`src/shared/hcf_consts.svh`:
```
// Offsets, bit positions and reset values of the host control flag register
`ifndef HCF_CONSTS_SVH
`define HCF_CONSTS_SVH
`define HCF_OFS_SET 8'h50
`define HCF_OFS_CLR 8'h54
`define HCF_BIT_IMG 31
`define HCF_BIT_SWAP 30
`define HCF_BIT_LATE 29
`define HCF_BIT_OWN 23
`define HCF_BIT_LINK 17
`define HCF_OWN_DEFAULT 1'b1
`define HCF_RD_NONE 32'h0000_0000
`endif

```
`src/shared/hcf_pkg.sv`:
```
// Types shared by the host control flag register block
package hcf_pkg;
  typedef enum logic [2:0] {
    HCF_ACK_COMPLETE = 3'b001,
    HCF_ACK_TARDY = 3'b010,
    HCF_ACK_TYPE_ERR = 3'b100
  } hcf_ack_t;
  typedef enum logic [2:0] {
    HCF_ST_IDLE = 3'b001,
    HCF_ST_LOAD = 3'b010,
    HCF_ST_RUN = 3'b100
  } hcf_state_t;
endpackage : hcf_pkg

```
`src/shared/hcf_strap_if.sv`:
```
// Carrier of the strap load between the top and the strap holder
`timescale 1ns/100ps
interface hcf_strap_if;
  logic load;
  logic valid;
  logic value;
  logic owner;
  modport top (output load, output valid, output value, input owner);
  modport hold (input load, input valid, input value, output owner);
endinterface : hcf_strap_if

```
`src/hw/hcf_flag_reg.sv`:
```
// Host control flag register: set/clear pair, flag effects and ack decisions
//
// Notes on behaviour
// - Image valid enables config ROM block reads
// - Image invalid: config ROM reads get type error
// - Invalid image: bus reset keeps ROM registers
// - Hardware, software reset, fetch error clear image
// - Swap disable flag controls data byte swapping
// - Late ack permit gives tardy acknowledgements
// - Each tardy ack sets event bit 27
// - Bits 28 to 24 read zero
// - Owner bit read-only, loaded, defaults one
// - Set address 50h, clear address 54h
// - Link off: no receive, process or transmit
`timescale 1ns/100ps
`include "hcf_consts.svh"
module hcf_flag_reg #(
  parameter int ADDR_W = 8,
  parameter int DATA_W = 32
) (
  input wire logic sys_clk_i,
  input wire logic rst_i,
  input wire logic [ADDR_W-1:0] reg_addr_i,
  input wire logic reg_wr_i,
  input wire logic reg_rd_i,
  input wire logic [DATA_W-1:0] reg_wdata_i,
  output logic [DATA_W-1:0] reg_rdata_o,
  input wire logic soft_reset_i,
  input wire logic fetch_error_i,
  input wire logic link_on_control_i,
  input wire logic bus_reset_i,
  input wire logic strap_load_i,
  input wire logic strap_valid_i,
  input wire logic strap_value_i,
  input wire logic pkt_req_i,
  input wire logic pkt_rom_block_rd_i,
  input wire logic pkt_self_i,
  input wire logic pkt_busy_i,
  output hcf_pkg::hcf_ack_t pkt_ack_o,
  output logic pkt_ack_valid_o,
  output logic ack_tardy_event_o,
  output logic rom_block_rd_en_o,
  output logic rom_regs_update_o,
  output logic swap_disable_flag_o,
  output logic late_ack_permit_o,
  output logic bus_info_image_ok_o,
  output logic link_active_o
);
  import hcf_pkg::*;

  // ----------------------------------------
  // Parameter checks
  // ----------------------------------------
  // Flag positions are fixed, so only a full word can carry them
  if (DATA_W != 32) begin : g_bad_data_w
    $error("hcf_flag_reg needs DATA_W of 32");
  end
  // The pair's offsets are written as eight-bit constants, so eight address bits are asked for
  if (ADDR_W < 8) begin : g_bad_addr_w
    $error("hcf_flag_reg needs ADDR_W of at least 8");
  end

  // ----------------------------------------
  // Strap holder
  // ----------------------------------------
  hcf_strap_if st ();
  assign st.load = strap_load_i;
  assign st.valid = strap_valid_i;
  assign st.value = strap_value_i;
  hcf_strap_hold u_strap (
    .sys_clk_i(sys_clk_i),
    .rst_i(rst_i),
    .st(st)
  );

  // ----------------------------------------
  // Register writes
  // ----------------------------------------
  logic img_q, swap_q, late_q;
  logic wr_set, wr_clr;
  logic rd_hit;

  // Offset match, shared by the write and read decoders
  function automatic logic at_ofs(input logic [ADDR_W-1:0] a, input logic [7:0] ofs);
    at_ofs = (a == ADDR_W'(ofs));
  endfunction : at_ofs

  assign wr_set = reg_wr_i && at_ofs(reg_addr_i, `HCF_OFS_SET);
  assign wr_clr = reg_wr_i && at_ofs(reg_addr_i, `HCF_OFS_CLR);
  // Both addresses of the pair read back the same flags
  assign rd_hit = reg_rd_i
                  && (at_ofs(reg_addr_i, `HCF_OFS_SET) || at_ofs(reg_addr_i, `HCF_OFS_CLR));

  function automatic logic upd(input logic cur, input logic s, input logic c);
    upd = s ? 1'b1 : (c ? 1'b0 : cur);
  endfunction : upd

  // Image flag has no clear address; only hardware reset, software reset and fetch error clear it
  always_ff @(posedge sys_clk_i) begin
    if (rst_i || soft_reset_i || fetch_error_i) begin
      img_q <= 1'b0;
    end else if (wr_set && reg_wdata_i[`HCF_BIT_IMG] && !link_on_control_i) begin
      img_q <= 1'b1;
    end
  end

  // Swap control follows software only
  always_ff @(posedge sys_clk_i) begin
    if (rst_i || soft_reset_i) begin
      swap_q <= 1'b0;
    end else begin
      swap_q <= upd(swap_q, wr_set && reg_wdata_i[`HCF_BIT_SWAP],
                    wr_clr && reg_wdata_i[`HCF_BIT_SWAP]);
    end
  end

  // Keeping the permit off while bus manager is up to software
  always_ff @(posedge sys_clk_i) begin
    if (rst_i || soft_reset_i) begin
      late_q <= 1'b0;
    end else begin
      late_q <= upd(late_q, wr_set && reg_wdata_i[`HCF_BIT_LATE],
                    wr_clr && reg_wdata_i[`HCF_BIT_LATE]);
    end
  end

  // ----------------------------------------
  // Read data
  // ----------------------------------------
  // Reserved bits and bits kept elsewhere read as zero
  logic [DATA_W-1:0] rd_word;
  always_comb begin
    rd_word = DATA_W'(`HCF_RD_NONE);
    rd_word[`HCF_BIT_IMG] = img_q;
    rd_word[`HCF_BIT_SWAP] = swap_q;
    rd_word[`HCF_BIT_LATE] = late_q;
    rd_word[`HCF_BIT_OWN] = st.owner;
  end

  // Data stands one cycle; idle cycles return zero
  always_ff @(posedge sys_clk_i) begin
    if (rst_i) begin
      reg_rdata_o <= DATA_W'(`HCF_RD_NONE);
    end else if (rd_hit) begin
      reg_rdata_o <= rd_word;
    end else begin
      reg_rdata_o <= DATA_W'(`HCF_RD_NONE);
    end
  end

  // ----------------------------------------
  // Flag outputs
  // ----------------------------------------
  always_ff @(posedge sys_clk_i) begin
    if (rst_i) begin
      swap_disable_flag_o <= 1'b0;
      late_ack_permit_o <= 1'b0;
      bus_info_image_ok_o <= 1'b0;
    end else begin
      swap_disable_flag_o <= swap_q;
      late_ack_permit_o <= late_q;
      bus_info_image_ok_o <= img_q;
    end
  end

  // Mapping and header registers keep their value unless the image is valid
  always_ff @(posedge sys_clk_i) begin
    if (rst_i) begin
      rom_block_rd_en_o <= 1'b0;
      rom_regs_update_o <= 1'b0;
    end else begin
      rom_block_rd_en_o <= img_q;
      rom_regs_update_o <= bus_reset_i && img_q;
    end
  end

  always_ff @(posedge sys_clk_i) begin
    if (rst_i) begin
      link_active_o <= 1'b0;
    end else begin
      link_active_o <= link_on_control_i;
    end
  end

  // ----------------------------------------
  // Acknowledge decision
  // ----------------------------------------
  // Tardy applies to non-self packets unless a type error takes precedence, to self accesses only when busy
  hcf_ack_t ack_d;
  logic tardy_d;
  always_comb begin
    ack_d = HCF_ACK_COMPLETE;
    if (pkt_rom_block_rd_i && !img_q) begin
      ack_d = HCF_ACK_TYPE_ERR;
    end else if (late_q && (!pkt_self_i || pkt_busy_i)) begin
      ack_d = HCF_ACK_TARDY;
    end
  end
  assign tardy_d = pkt_req_i && link_on_control_i && (ack_d == HCF_ACK_TARDY);

  // Code is only meaningful while the valid pulse stands
  always_ff @(posedge sys_clk_i) begin
    if (rst_i || soft_reset_i) begin
      pkt_ack_o <= HCF_ACK_COMPLETE;
    end else begin
      pkt_ack_o <= ack_d;
    end
  end

  // Disconnected link gives no acknowledge at all
  always_ff @(posedge sys_clk_i) begin
    if (rst_i || soft_reset_i) begin
      pkt_ack_valid_o <= 1'b0;
    end else begin
      pkt_ack_valid_o <= pkt_req_i && link_on_control_i;
    end
  end

  // Event bit itself lives in the interrupt block
  always_ff @(posedge sys_clk_i) begin
    if (rst_i || soft_reset_i) begin
      ack_tardy_event_o <= 1'b0;
    end else begin
      ack_tardy_event_o <= tardy_d;
    end
  end
endmodule : hcf_flag_reg

```
`src/hw/hcf_strap_hold.sv`:
```
// Holder of the strap-loaded owner bit
`timescale 1ns/100ps
`include "hcf_consts.svh"
module hcf_strap_hold (
  input wire logic sys_clk_i,
  input wire logic rst_i,
  hcf_strap_if.hold st
);
  // Defaults high until a loaded value arrives
  always_ff @(posedge sys_clk_i) begin
    if (rst_i) begin
      st.owner <= `HCF_OWN_DEFAULT;
    end else if (st.load && st.valid) begin
      st.owner <= st.value;
    end
  end
endmodule : hcf_strap_hold

```
`config.mk`:
```
export PLATFORM = sky130hd
export DESIGN_NAME = hcf_flag_reg
export DESIGN_NICKNAME = d
export VERILOG_FILES = /design/src/shared/hcf_pkg.sv /design/src/shared/hcf_strap_if.sv /design/src/hw/hcf_flag_reg.sv /design/src/hw/hcf_strap_hold.sv
export VERILOG_INCLUDE_DIRS = /design/src /design/src/shared
export SDC_FILE = /design/constraint.sdc
export NUM_CORES = 1
export LEC_CHECK = 0
export BUFFER_PORTS_ARGS = -buffer_cell sky130_fd_sc_hd__buf_2
export CELL_PAD_IN_SITES_DETAIL_PLACEMENT = 0
export CELL_PAD_IN_SITES_GLOBAL_PLACEMENT = 1
export CORE_MARGIN = 4
export CORE_UTILIZATION = 23
export CTS_CLUSTER_SIZE = 10
export DETAILED_ROUTE_END_ITERATION = 12
export GPL_ROUTABILITY_DRIVEN = 0
export PLACE_DENSITY_LB_ADDON = 0.1
export SYNTH_ARGS = -nofsm -noshare
export SYNTH_HDL_FRONTEND = slang
export SYNTH_SLANG_ARGS = --single-unit
```
`constraint.sdc`:
```
create_clock -name sys_clk_i -period 1.55 [get_ports sys_clk_i]
set_input_delay 0.31 -clock sys_clk_i [delete_from_list [all_inputs] [get_ports sys_clk_i]]
set_output_delay 0.31 -clock sys_clk_i [all_outputs]
set_load 0.05 [all_outputs]
```
After elaboration in Yosys (flattened, before gate mapping)
Index checks and enable logic that the tools add are counted.

Bitwise gates (word level): 1. Eq/ne operators: 3. Mux-type cells: 6. Reduce and logical (&&, ||, !) cells: 25.

Operators by type and width (number): $eq A8 B7 Y1 const B (2); $logic_and A1 B1 Y1 (15); $logic_or A1 B1 Y1 (4); $mux W1 (4); $reduce_bool A2 Y1 (2); $eq A3 B2 Y1 const B (1); $logic_not A1 Y1 (3); $mux W3 (1); $mux W2 (1); $reduce_or A2 Y1 (1); $not A1 Y1 (1).

Output and inout bits: 43. Input bits: 55. Word-level logic and storage cells: 49. Register bits after elaboration: 46.

Longest topological paths before layout
Word-level depth: 7. Mapped depth: 4. Mapped depth without buffers: 3.

By module
Synthesis repeated with hierarchy kept, for this count alone.

Cells, all modules: 84. Area, all modules: 834.6 um^2.

Modules (own cells, without submodules): hcf_flag_reg (area each 797.0 um^2, seq. area each 340.3 um^2, cells each 81, instances 1); hcf_strap_hold (area each 37.5 um^2, seq. area each 20.0 um^2, cells each 3, instances 1).

Least setup slack after synthesis
Ideal clock, no wire load.

Path type: reg2out. From: register rom_block_rd_en_o. To: output rom_block_rd_en_o. Cell stages (with the launch flop): 2. Slack: 346 ps. Data required time: 1240 ps. Arrival: 894 ps. Buffers on the path: 1. Cells stage by stage: dfxtp_1 buf_4.

RTL lines: start, declared (line hcf_flag_reg.sv:42) `output logic rom_block_rd_en_o,`; start signal, assigned (line hcf_flag_reg.sv:172) `rom_block_rd_en_o <= img_q;`.

No word-level cell between the ends.

Final worst setup path
From: register rom_block_rd_en_o. To: output rom_block_rd_en_o.

No word-level cell between the ends.

==> flow_metrics.tcl <==
set metrics [dict create \
    outcome "complete, no violations" \
    yosysMostFrequentCell "buf_4" \
    fin_crit_ns 1.13 \
    die_x_um 68.6 \
    nets 181 \
    num_io_pins 98 \
    clk_latency_ns 0.25 \
    crit_chain "buf_2" \
    peakVddDrop_uv 226 \
    initialDrtViolationCount 14 \
    slew_violations 0 \
    overflow 0 \
    syn_avg_cell_area_sq_um 10.1 \
    start_util_pct 24.6 \
    ys_top_cells_by_area "dfxtp_1, buf_4, nor2b_1, and2_1, nor4b_4" \
    rsz0062_at_grt "no" \
    ant_nets 0 \
    synth_ff_type "dfxtp_1" \
    cp_slowest_stage_delay_ns 0.32 \
    p_int_mw 0.730 \
    drv_cap 0 \
    antenna_found_initial 0 \
    cts_resized 0 \
    port_buffers 40 \
    async_reset_ff_share_pct 0 \
    max_freq_mhz 885 \
    synth_cell_type_count 24 \
    vias 608 \
    cts_sinks 18 \
    crit_arrival_ns 0.82 \
    numCtsBuffers 3 \
    yosysSeqAreaShare_pct 42.6 \
    drcViolationCount 0 \
    synth-edff-count 0 \
    power.share.clock_pct 34.8 \
    power.leakage_nw 0.541 \
    syn_inst 84 \
    synth_area_leader_cell "dfxtp_1" \
    design.core.area_sq_um 3440 \
    holdBufCountCts 0 \
    hold_class "in -> reg" \
    hold_end "img_q$_SDFFE_PP0P_" \
    p_seq_share_pct 43.9 \
    setup_viol 0 \
    reg2reg_from "late_q$_SDFFE_PP0P_" \
    setup-tns-final_ns 0 \
    areaGrowthSynthToFinish_pct 22.6 \
    crit_required_ns 1.24 \
    p_sw_share_pct 31.8 \
    p_per_area_nw_per_um2 1030 \
    cp_top_family "flip-flops" \
    drt-wirelength-per-cell_um 9.99 \
    finalWirelength_um 1710 \
    synth_top_area_share_pct 42.6 \
    worstReg2RegEnd "ack_tardy_event_o$_SDFF_PP0_" \
    cts_tree "built" \
    critical_path_buf_inv_count 1 \
    synth-simple-area-share_pct 24.9 \
    std_cell_rows 21 \
    reg2reg_setup_slack_ns 0.55 \
    cts_setup_buffers 0 \
    endpoint_kind "output port" \
    synth_commonest_cells "buf_4, dfxtp_1, nor2b_1" \
    fin_crit_sh_pct 72.9 \
    synthXorXnorAreaFrac_pct 0 \
    whs_path_depth 2 \
    crit_fanout 2 \
    drt_first_pass_iters 3 \
    r2r_cells 3 \
    synth_top_family_by_area "buffers and inverters" \
    h-tree-depth 1 \
    finalPower_mw 1.07 \
    hold_viol_final 0 \
    synth-compound-area-share_pct 3.40 \
    grt_pass1_wl_um 2150 \
    ys_ff_latch 18 \
    combinationalPowerShare_pct 21.3 \
    vias_per_cell 3.56 \
    die-area_sq_um 4710 \
    cts_buffer_depth 2 \
    synth_mux_area_share_pct 2.37 \
    hp-start "fetch_error_i" \
    synth_fa_ha_area_share_pct 0 \
    grt_pass1_vias 497 \
    crit_type "reg -> out" \
    grt_max_degree 13 \
    grtUsageTotal_pct 6.35 \
    switching_power_mw 0.341 \
    critPathSlowestCell "dfxtp_1" \
    cp-start-kind "flip-flop" \
    skew_ns 0.00341 \
    yosys_warnings 0 \
    path_clk_slew_ns 0.07 \
    die_h_um 68.6 \
    root_buffer "clkbuf_8" \
    synth_area_sq_um 846 \
    diodes 0 \
    drive_above_1_share_pct 38.4 \
    nFillCells 377 \
]
worst max path at each step:
stage | depth (start not counted) | startpoint | to | slack (ns)
6_report | 1 | rom_block_rd_en_o$_SDFF_PP0_ | rom_block_rd_en_o | 0.42
5_1_grt | 1 | pkt_ack_o[1]$_SDFF_PP0_ | pkt_ack_o[1] | 0.39
4_1_cts | 1 | rom_block_rd_en_o$_SDFF_PP0_ | rom_block_rd_en_o | 0.41
3_5_place_dp | 4 | reg_addr_i[1] | reg_rdata_o[29]$_SDFF_PP0_ | 0.36
3_3_place_gp | 4 | rst_i | ack_tardy_event_o$_SDFF_PP0_ | 0.37
2_1_floorplan | 1 | rom_block_rd_en_o$_SDFF_PP0_ | rom_block_rd_en_o | 0.35
state kept, by name (all words and copies together), names as in the netlist:
name / cells
ack_tardy_event_o: 1
img_q: 1
late_ack_permit_o: 1
late_q: 1
link_active_o: 1
pkt_ack_o: 3
pkt_ack_valid_o: 1
reg_rdata_o: 4
rom_block_rd_en_o: 1
rom_regs_update_o: 1
swap_disable_flag_o: 1
swap_q: 1
u_strap.st.owner: 1
area by class of cell:
class	count	area [sq um]	share of cell area, %
multi-input combinational	63	364	35.1
sequential	18	360	34.7
timing repair buffer	40	200	19.3
tap	46	57.6	5.55
clock buffer	4	55.1	5.31
power groups by stage:
stage / sequential (mW) / combinational (mW) / clock (mW)
after floorplan: 0.495 / 0.223 / 0
after global placement: 0.480 / 0.227 / 0
after detailed placement: 0.481 / 0.228 / 0
after CTS: 0.470 / 0.228 / 0.392
after global routing: 0.470 / 0.239 / 0.401
final: 0.470 / 0.228 / 0.373
through the flow:
stage	util, %	worst slack [ns]	cell area [sq um]	std cells	hold slack (ns)
after floorplan	-	0.346	947	111	0.380
after global placement	28.5	0.366	982	167	0.449
after detailed placement	28.5	0.358	982	167	0.452
after CTS	30.1	0.407	1040	171	0.219
after global routing	30.1	0.389	1040	171	0.217
final	30.1	0.420	1040	171	0.223
cell families (layout without fill, tap and decap cells):
family,Yosys count,count (layout)
flops,18,18
mux,2,2
compound gates,4,4
simple gates,29,29
other cells,1,28
buf+inv,30,44
cell usage in the layout (no fill, tap or decap), drive strengths merged:
cell type / synthesis / routed
or3: 1 / 1
nor2: 1 / 1
a21oi: 1 / 1
nor3b: 2 / 2
buf: 30 / 40
and4bb: 1 / 1
dfxtp: 18 / 18
nor4b: 2 / 2
nor3: 2 / 2
nor2b: 5 / 5
mux2i: 2 / 2
a21boi: 1 / 1
nor4: 1 / 1
and3: 2 / 2
nand2b: 2 / 2
and3b: 1 / 1
and2: 4 / 4
nand2: 3 / 3
a311o: 1 / 1
nand3: 2 / 2
conb: 1 / 28
clkbuf: 0 / 4
a31oi: 1 / 1
metal layers:
layer / vias up / wire length (um) / track usage, %
li1: 303 / - / -
met1: 261 / 595 / 6.75
met2: 42 / 840 / 10.7
met3: 2 / 247 / 1.30
met4: 0 / 24 / 5.21
met5: - / 0 / 0
(Power assumes the default switching activity.)
